`src/rtl/io_port_regs.svh`:
```
`ifndef IO_PORT_REGS_SVH
`define IO_PORT_REGS_SVH
// Offsets from the base of the port-control space.
`define OFS_PIN_LEVEL 5'h02
`define OFS_PIN_LEVEL_B 5'h03
`define OFS_DIRECTION 5'h04
`define OFS_DIRECTION_B 5'h05
`define OFS_OUTPUT_DATA 5'h06
`define OFS_OUTPUT_DATA_B 5'h07
`define OFS_POWER_SAVING 5'h10
`define OFS_PAGE_SELECT 5'h18
// Size of the space in bytes.
`define IO_SPACE_BYTES 5'h18
// Reset values.
`define RST_DIRECTION 8'h00
`define RST_OUTPUT_DATA 8'h00
`define RST_POWER_SAVING 8'h00
`define RST_PAGE_SELECT 8'h00
`endif

```
`src/rtl/io_port_pkg.sv`:
```
`default_nettype none
package io_port_pkg;
  // One host bus access as seen by the decoder.
  typedef struct packed {
    logic [15:0] addr;
    logic [15:0] wdata;
    logic rd;
    logic wr;
    logic upper_byte_enable_n;
  } host_access_t;
  // Whole state of the register map.
  typedef struct packed {
    logic [7:0] dir_a;
    logic [7:0] dir_b;
    logic [7:0] dat_a;
    logic [7:0] dat_b;
    logic [7:0] power_saving;
    logic [7:0] page_select;
    logic [7:0] pin_a_s1;
    logic [7:0] pin_a_s2;
    logic [7:0] pin_a_s3;
    logic [7:0] pin_b_s1;
    logic [7:0] pin_b_s2;
    logic [7:0] pin_b_s3;
    logic [7:0] pin_a;
    logic [7:0] pin_b;
    logic [15:0] rdata;
    logic hit;
  } map_state_t;
endpackage
`default_nettype wire

```
`src/rtl/io_port_register_map.sv`:
```
`timescale 1ns/10ps
`default_nettype none
`include "io_port_regs.svh"

// Notes on behaviour
// - 24-byte control space at programmable base.
// - Space selected by address bits 15 to 8.
// - Extra low address lines may refine decode.
// - Word bus still allows single byte access.
// - Byte layout A: pin 2, dir 4, data 6.
// - Byte layout B: pin 3, dir 5, data 7.
// - Word layout: pin 2, dir 4, data 6.
// - Power-saving register at offset 10.
// - Page register at offset 18.
// - Direction and data reset zero; one drives.
// - Pin read returns sampled pin level.
module io_port_register_map (
  // Clock and reset.
  input wire logic clock,
  input wire logic reset_n,
  // Host access and configuration.
  input wire io_port_pkg::host_access_t host,
  input wire logic bus_is_16bit,
  input wire logic [7:0] base_high,
  input wire logic [2:0] aux_match_enable,
  input wire logic [2:0] aux_match_value,
  input wire logic [2:0] aux_lines,
  // Read answer.
  output logic [15:0] read_data,
  output logic io_space_select,
  // Port pins.
  input wire logic [7:0] port_a_in,
  input wire logic [7:0] port_b_in,
  output logic [7:0] port_a_out,
  output logic [7:0] port_a_oe,
  output logic [7:0] port_b_out,
  output logic [7:0] port_b_oe,
  // Power-saving and page values for other blocks.
  output logic [7:0] power_saving_control,
  output logic [7:0] memory_page_select
);
  // Types of the map come from the package.
  import io_port_pkg::*;

  // Registered state and its next value.
  map_state_t state_reg;
  map_state_t state_next;
  // Decode results for this cycle.
  logic sel; // Upper lines match the base and enabled auxiliary lines match their value.
  logic [4:0] ofs; // Byte offset inside the space.
  logic in_map; // The access falls on a location of the space.
  logic do_wr; // Write that lands inside the space.
  logic do_rd; // Read that lands inside the space.
  logic byte_hi; // Word bus access that also carries the upper lane.

  // Space select: upper lines match base, masked aux lines match value.
  function automatic logic space_hit(input logic [15:0] a, input logic [7:0] b,
                                     input logic [2:0] en, input logic [2:0] v,
                                     input logic [2:0] aux);
    space_hit = (a[15:8] == b) && (((aux ^ v) & en) == 3'h0);
  endfunction

  // Offsets of the 24-byte run, plus the page register that sits just past it.
  // Without the second term the page register could never be reached.
  function automatic logic in_space(input logic [4:0] o);
    in_space = (o < `IO_SPACE_BYTES) || (o == `OFS_PAGE_SELECT);
  endfunction

  // Byte for a Port B register: upper lane on a word bus, lower lane otherwise.
  function automatic logic [7:0] lane_b(input logic [15:0] wd, input logic is16);
    lane_b = is16 ? wd[15:8] : wd[7:0];
  endfunction

  // Settled pin byte: a bit moves only where stages two and three agree,
  // so a level caught mid-change by the first stage is never reported.
  function automatic logic [7:0] settle(input logic [7:0] cur, input logic [7:0] s2,
                                        input logic [7:0] s3);
    settle = (s3 & ~(s2 ^ s3)) | (cur & (s2 ^ s3));
  endfunction

  // Decode and next-state computation.
  always_comb begin
    // Hold the control registers unless the decoded access below changes them; pin stages, select and answer reload each cycle.
    state_next = state_reg;
    // Decode of the host address for this cycle.
    sel = space_hit(host.addr, base_high, aux_match_enable, aux_match_value, aux_lines);
    ofs = host.addr[4:0];
    in_map = sel && in_space(ofs);
    do_wr = in_map && host.wr;
    do_rd = in_map && host.rd;
    // Word bus access of the odd lane is wanted when upper enable is low.
    byte_hi = bus_is_16bit && !host.upper_byte_enable_n;
    // Pin sampling: three stages, accept a change once stages two and three agree.
    // Port A stages.
    state_next.pin_a_s1 = port_a_in;
    state_next.pin_a_s2 = state_reg.pin_a_s1;
    state_next.pin_a_s3 = state_reg.pin_a_s2;
    // Port B stages.
    state_next.pin_b_s1 = port_b_in;
    state_next.pin_b_s2 = state_reg.pin_b_s1;
    state_next.pin_b_s3 = state_reg.pin_b_s2;
    // Settled bytes that the pin-level registers return.
    state_next.pin_a = settle(state_reg.pin_a, state_reg.pin_a_s2, state_reg.pin_a_s3);
    state_next.pin_b = settle(state_reg.pin_b, state_reg.pin_b_s2, state_reg.pin_b_s3);
    // Select answers any read or write inside the space, mapped or not.
    state_next.hit = do_rd || do_wr;
    // Writes: read-only and unassigned offsets fall through untouched.
    if (do_wr) begin
      case (ofs)
        // Direction, Port A lane; Port B too on a word bus with upper enable low.
        `OFS_DIRECTION: begin
          if (byte_hi) begin
            state_next.dir_b = host.wdata[15:8];
          end
          state_next.dir_a = host.wdata[7:0];
        end
        // Direction, Port B alone, from the lane that carries it.
        `OFS_DIRECTION_B: begin
          state_next.dir_b = lane_b(host.wdata, bus_is_16bit);
        end
        // Output data, Port A lane; Port B too on a word bus with upper enable low.
        `OFS_OUTPUT_DATA: begin
          if (byte_hi) begin
            state_next.dat_b = host.wdata[15:8];
          end
          state_next.dat_a = host.wdata[7:0];
        end
        // Output data, Port B alone.
        `OFS_OUTPUT_DATA_B: begin
          state_next.dat_b = lane_b(host.wdata, bus_is_16bit);
        end
        // Power-saving control byte.
        `OFS_POWER_SAVING: begin
          state_next.power_saving = host.wdata[7:0];
        end
        // Page select byte.
        `OFS_PAGE_SELECT: begin
          state_next.page_select = host.wdata[7:0];
        end
        // Pin levels and unassigned offsets leave every register as it is.
        default: begin
          state_next.hit = state_next.hit;
        end
      endcase
    end
    // Reads: answer is registered; unassigned offsets read as zero.
    state_next.rdata = 16'h0000;
    if (do_rd) begin
      case (ofs)
        // Pin levels of both ports, Port A in the low lane.
        `OFS_PIN_LEVEL: begin
          state_next.rdata = {state_reg.pin_b, state_reg.pin_a};
        end
        // Port B pin level, placed on both lanes.
        `OFS_PIN_LEVEL_B: begin
          state_next.rdata = {state_reg.pin_b, state_reg.pin_b};
        end
        // Direction of both ports.
        `OFS_DIRECTION: begin
          state_next.rdata = {state_reg.dir_b, state_reg.dir_a};
        end
        // Direction of Port B on both lanes.
        `OFS_DIRECTION_B: begin
          state_next.rdata = {state_reg.dir_b, state_reg.dir_b};
        end
        // Output data of both ports.
        `OFS_OUTPUT_DATA: begin
          state_next.rdata = {state_reg.dat_b, state_reg.dat_a};
        end
        // Output data of Port B on both lanes.
        `OFS_OUTPUT_DATA_B: begin
          state_next.rdata = {state_reg.dat_b, state_reg.dat_b};
        end
        // Power-saving byte in the low lane.
        `OFS_POWER_SAVING: begin
          state_next.rdata = {8'h00, state_reg.power_saving};
        end
        // Page byte in the low lane.
        `OFS_PAGE_SELECT: begin
          state_next.rdata = {8'h00, state_reg.page_select};
        end
        // Unassigned offsets answer zero.
        default: begin
          state_next.rdata = 16'h0000;
        end
      endcase
    end
  end

  // State register; control bits reset so every pin starts as input.
  always_ff @(posedge clock or negedge reset_n) begin
    if (!reset_n) begin
      // Clear all stages and the answer, then load the control reset values.
      state_reg <= '0;
      state_reg.dir_a <= `RST_DIRECTION;
      state_reg.dir_b <= `RST_DIRECTION;
      state_reg.dat_a <= `RST_OUTPUT_DATA;
      state_reg.dat_b <= `RST_OUTPUT_DATA;
      // Power-saving and page bytes start at their reset values.
      state_reg.power_saving <= `RST_POWER_SAVING;
      state_reg.page_select <= `RST_PAGE_SELECT;
    end else begin
      // Every register runs on every edge.
      state_reg <= state_next;
    end
  end

  // Outputs come straight from the state flip-flops.
  // Host-facing answer.
  assign read_data = state_reg.rdata;
  assign io_space_select = state_reg.hit;
  // Pad drive: a direction bit of one enables the pad.
  assign port_a_out = state_reg.dat_a;
  assign port_a_oe = state_reg.dir_a;
  assign port_b_out = state_reg.dat_b;
  assign port_b_oe = state_reg.dir_b;
  // Values handed to other blocks.
  assign power_saving_control = state_reg.power_saving;
  assign memory_page_select = state_reg.page_select;
endmodule // io_port_register_map
`default_nettype wire

```
`config.mk`:
```
export PLATFORM = sky130hd
export DESIGN_NAME = io_port_register_map
export DESIGN_NICKNAME = d
export VERILOG_FILES = /design/src/rtl/io_port_pkg.sv /design/src/rtl/io_port_register_map.sv
export VERILOG_INCLUDE_DIRS = /design/src /design/src/rtl
export SDC_FILE = /design/constraint.sdc
export NUM_CORES = 1
export LEC_CHECK = 0
export ABC_AREA = 1
export ABC_CLOCK_PERIOD_IN_PS = 900
export CELL_PAD_IN_SITES_DETAIL_PLACEMENT = 1
export CELL_PAD_IN_SITES_GLOBAL_PLACEMENT = 1
export CORE_UTILIZATION = 33
export DETAILED_ROUTE_END_ITERATION = 12
export DONT_BUFFER_PORTS = 1
export PLACE_DENSITY = 0.7
export SETUP_SLACK_MARGIN = 0.5
export SYNTH_ARGS = -nofsm -noshare
export SYNTH_HDL_FRONTEND = slang
export SYNTH_SLANG_ARGS = --single-unit
```
`constraint.sdc`:
```
create_clock -name clock -period 0.9 [get_ports clock]
set_input_delay 0.135 -clock clock [delete_from_list [all_inputs] [get_ports clock]]
set_output_delay 0.135 -clock clock [all_outputs]
set_load 0.05 [all_outputs]
```
==> summary.txt <==
Setup path
  – Startpoint Class: flop
  – Crit path DAT: 1.12 ns
  – CP endpoint kind: primary output
  – R2R Path Start: port_b_out[5]
  – R2r endpoint: read_data[5]
  – Worst EP required: 0.76 ns
  – CP Max Fanout: 2
  – Critical Setup Path Class: flop to primary output
  – R2R setup slack: -0.29 ns
  – R2r worst-path depth: 6

Route
  – Routed len/inst: 21.3 um
  – Vias post-DR: 5,922
  – Initial DRC count: 370
  – First-pass iteration count of the detailed router: 4
  – WL final: 24,200 um
  – DRC Markers: 0
  – Post-DR vias/cell: 5.22
  – Final ANT Viol Nets: 0

Timing
  – Period minus WS final: 1.25 ns
  – Max Fclk: 800 MHz
  – Hold slack: -0.598 ns
  – Slew Viols, Final: 0
  – Final hold vios: 193
  – Rel. slew slack: 76.3%
  – Tcrit/Tclk final: 139%
  – Setup_tns: -21.90 ns
  – Final worst setup slack: -0.351 ns
  – Slew at the pin closest to its max-slew limit: 0.355 ns
  – Unrepaired setup endpoints after global routing: yes
  – Layout Skew: 0.0117 ns
  – Final setup vio count: 132

Yosys
  – Syn Inst Count: 738
  – Avg Inst Size Synth: 8.60 um2
  – Syn nets: 809
  – Synth area leaders: dfrtp_1 (51%), nand2_1 (16%), nand4_1 (9.7%)
  – Synthesis Warnings: 0
  – Mapped Area: 6340 um2
  – Sequential share of the synthesized area: 50.9%
  – Synth Register Bits: 129
  – Post-synth top area cell: dfrtp_1
  – Area share of the largest cell type after synthesis: 50.9%
  – Number of distinct library cells after synthesis: 25

Global route
  – Pin count of the biggest net entering global routing: 130
  – Global-route wire length before repair: 36,100 um
  – Vias in the first global route: 6,393
  – Gr ovfl total: 0
  – Initial antenna violation count: 1
  – GRT Total Usage: 24.7%

Power and ir drop
  – Peak supply drop: 1.68 mV
  – Leakage Power: 0.00472 uW
  – Overall power: 13,500 uW
  – Power Dens Cells: 1410 nW/um2

Placement
  – Placed Instance Area: 7370 um2
  – GPL Wtd Cong: 0.924
  – Detailed placer's ending HPWL: 15,600 um
  – IO buf count: 0

Run
  – Max-Cap Viols: 0

Final layout
  – Layout area overhead: 50.9%
  – Diode count: 0
  – Post-route cell area: 9570 um2
  – Number of nets in the layout: 960
  – Core occupancy in the finished layout: 51.0%
  – Number of fill cells: 2,117
  – Share of layout cells above drive strength 1: 39.3%

Status
  – Failing checks: hold timing, setup timing
  – Status: finished with violations

Floorplanning
  – Core region area: 18,800 um2
  – Die area: 19,800 um2
  – # IOs: 136
  – Initial Util: 33.8%
  – Rows: 50
  – Die height: 141 um
  – Die W: 141 um

CTS
  – Hold Buf Count CTS: 16
  – Clock buffer count from CTS: 17
  – H-tree Lvls: 4
  – Worst-path clk slew: 0.06 ns
  – Clk_lat worst skew: 0.42 ns
  – CTS tree: built
  – Root buf cell: clkbuf_16
  – CTS max path bufs: 2
  – CTS Sinks: 129

Hold path
  – HP Class: input port to async pin
-- cells by family after synthesis --
logic type | count (synthesis) | share of synthesized area, %
AOI/OAI and AO/OA | 12 | 1.10
xor gates and xnor gates | 4 | 0.552
adders and majority gates | 16 | 2.52
buffers and inverters | 134 | 12.6
DFF | 129 | 50.9
and+or+nand+nor | 443 | 32.3
-- worst max path at each step --
| stage | end | slack, ns | cells past startpoint | start |
|---|---|---|---|---|
| 3_3_place_gp | port_b_out[2] | -0.44 | 9 | host[20] |
| 5_1_grt | port_b_out[2] | -0.37 | 2 | port_b_out[2] |
| 4_1_cts | port_b_out[7] | -0.36 | 2 | port_b_out[7] |
| 2_1_floorplan | read_data[10] | -0.31 | 10 | host[20] |
| 3_5_place_dp | port_b_out[7] | -0.52 | 9 | host[20] |
| 6_report | port_b_out[5] | -0.35 | 2 | port_b_out[5] |
-- worst max-delay path: stages, from the launching register on --
cell     delay, ns
dfrtp_1       0.42
buf_6         0.14
buf_8         0.14
-- per-stage QoR --
step	setup WS [ns]	cells
floorplan	-0.306	738
global placement	-0.437	1010
detailed placement	-0.524	1010
CTS	-0.358	1120
global route	-0.369	1135
finish	-0.351	1135
-- power by group --
| part | switching, uW | internal [uW] | leakage (uW) | total (uW) |
|---|---|---|---|---|
| Clock | 2720 | 3620 | 0.000266 | 6340 |
| Sequential | 131 | 5990 | 0.00165 | 6120 |
| Combinational | 501 | 499 | 0.00281 | 1000 |
-- layout by cell type (no fill, tap or decap), types with 5 or more instances in the layout --
cell	netlist	final
nand2_1	267	223
dfrtp_1	129	124
nand4_1	98	98
buf_6	6	93
buf_4	64	67
nand2_2	3	39
buf_12	0	31
inv_1	33	29
nor2_1	35	28
clkbuf_16	0	17
maj3_2	0	16
dlygate4sd3_1	0	16
nand3_1	26	15
nor2_2	7	10
buf_8	0	10
nand3_2	0	9
o21ai_0	9	8
nand2_4	0	7
buf_16	0	7
nor2_4	1	6
inv_2	5	5
inv_6	0	5
dfrtp_2	0	5
-- final cells by class --
class / count / area, um2 / share of cell area, %
clock buffer: 18 / 439 / 4.59
clock inverter: 13 / 103 / 1.07
inverter: 41 / 164 / 1.71
multi-input combinational: 476 / 2660 / 27.8
sequential: 129 / 3230 / 33.8
tap: 234 / 293 / 3.06
timing repair buffer: 224 / 2670 / 27.9
-- what timing repair did --
action                                  CTS  global route
endpoints found under the setup margin  178           178
cloned                                    8             0
pin swaps                                68            56
setup buffers                            55            15
gates resized for setup                 157            48
endpoints found under the hold margin   210           193
-- synthesized netlist by cell type, drive strengths merged --
cell type,count
clkinv,3
o21ai,9
a31oi,2
o211ai,1
inv,38
clkbuf,13
dfrtp,129
nand3,27
xnor2,3
nor3,1
maj3,16
nand4,100
nor2,45
xor2,1
nand2,270
buf,80
-- metal layers --
metal	GRT usage [%]	vias up	part of all wire [%]	wire [um]
met2	42.2	228	51	12300
met3	8.29	47	8.0	1940
met5	0	-	0	0
met4	12.5	0	3.1	740
met1	27.5	2964	38	9160
li1	-	2683	-	-
No activity file was read; power rests on OpenSTA's default activity.
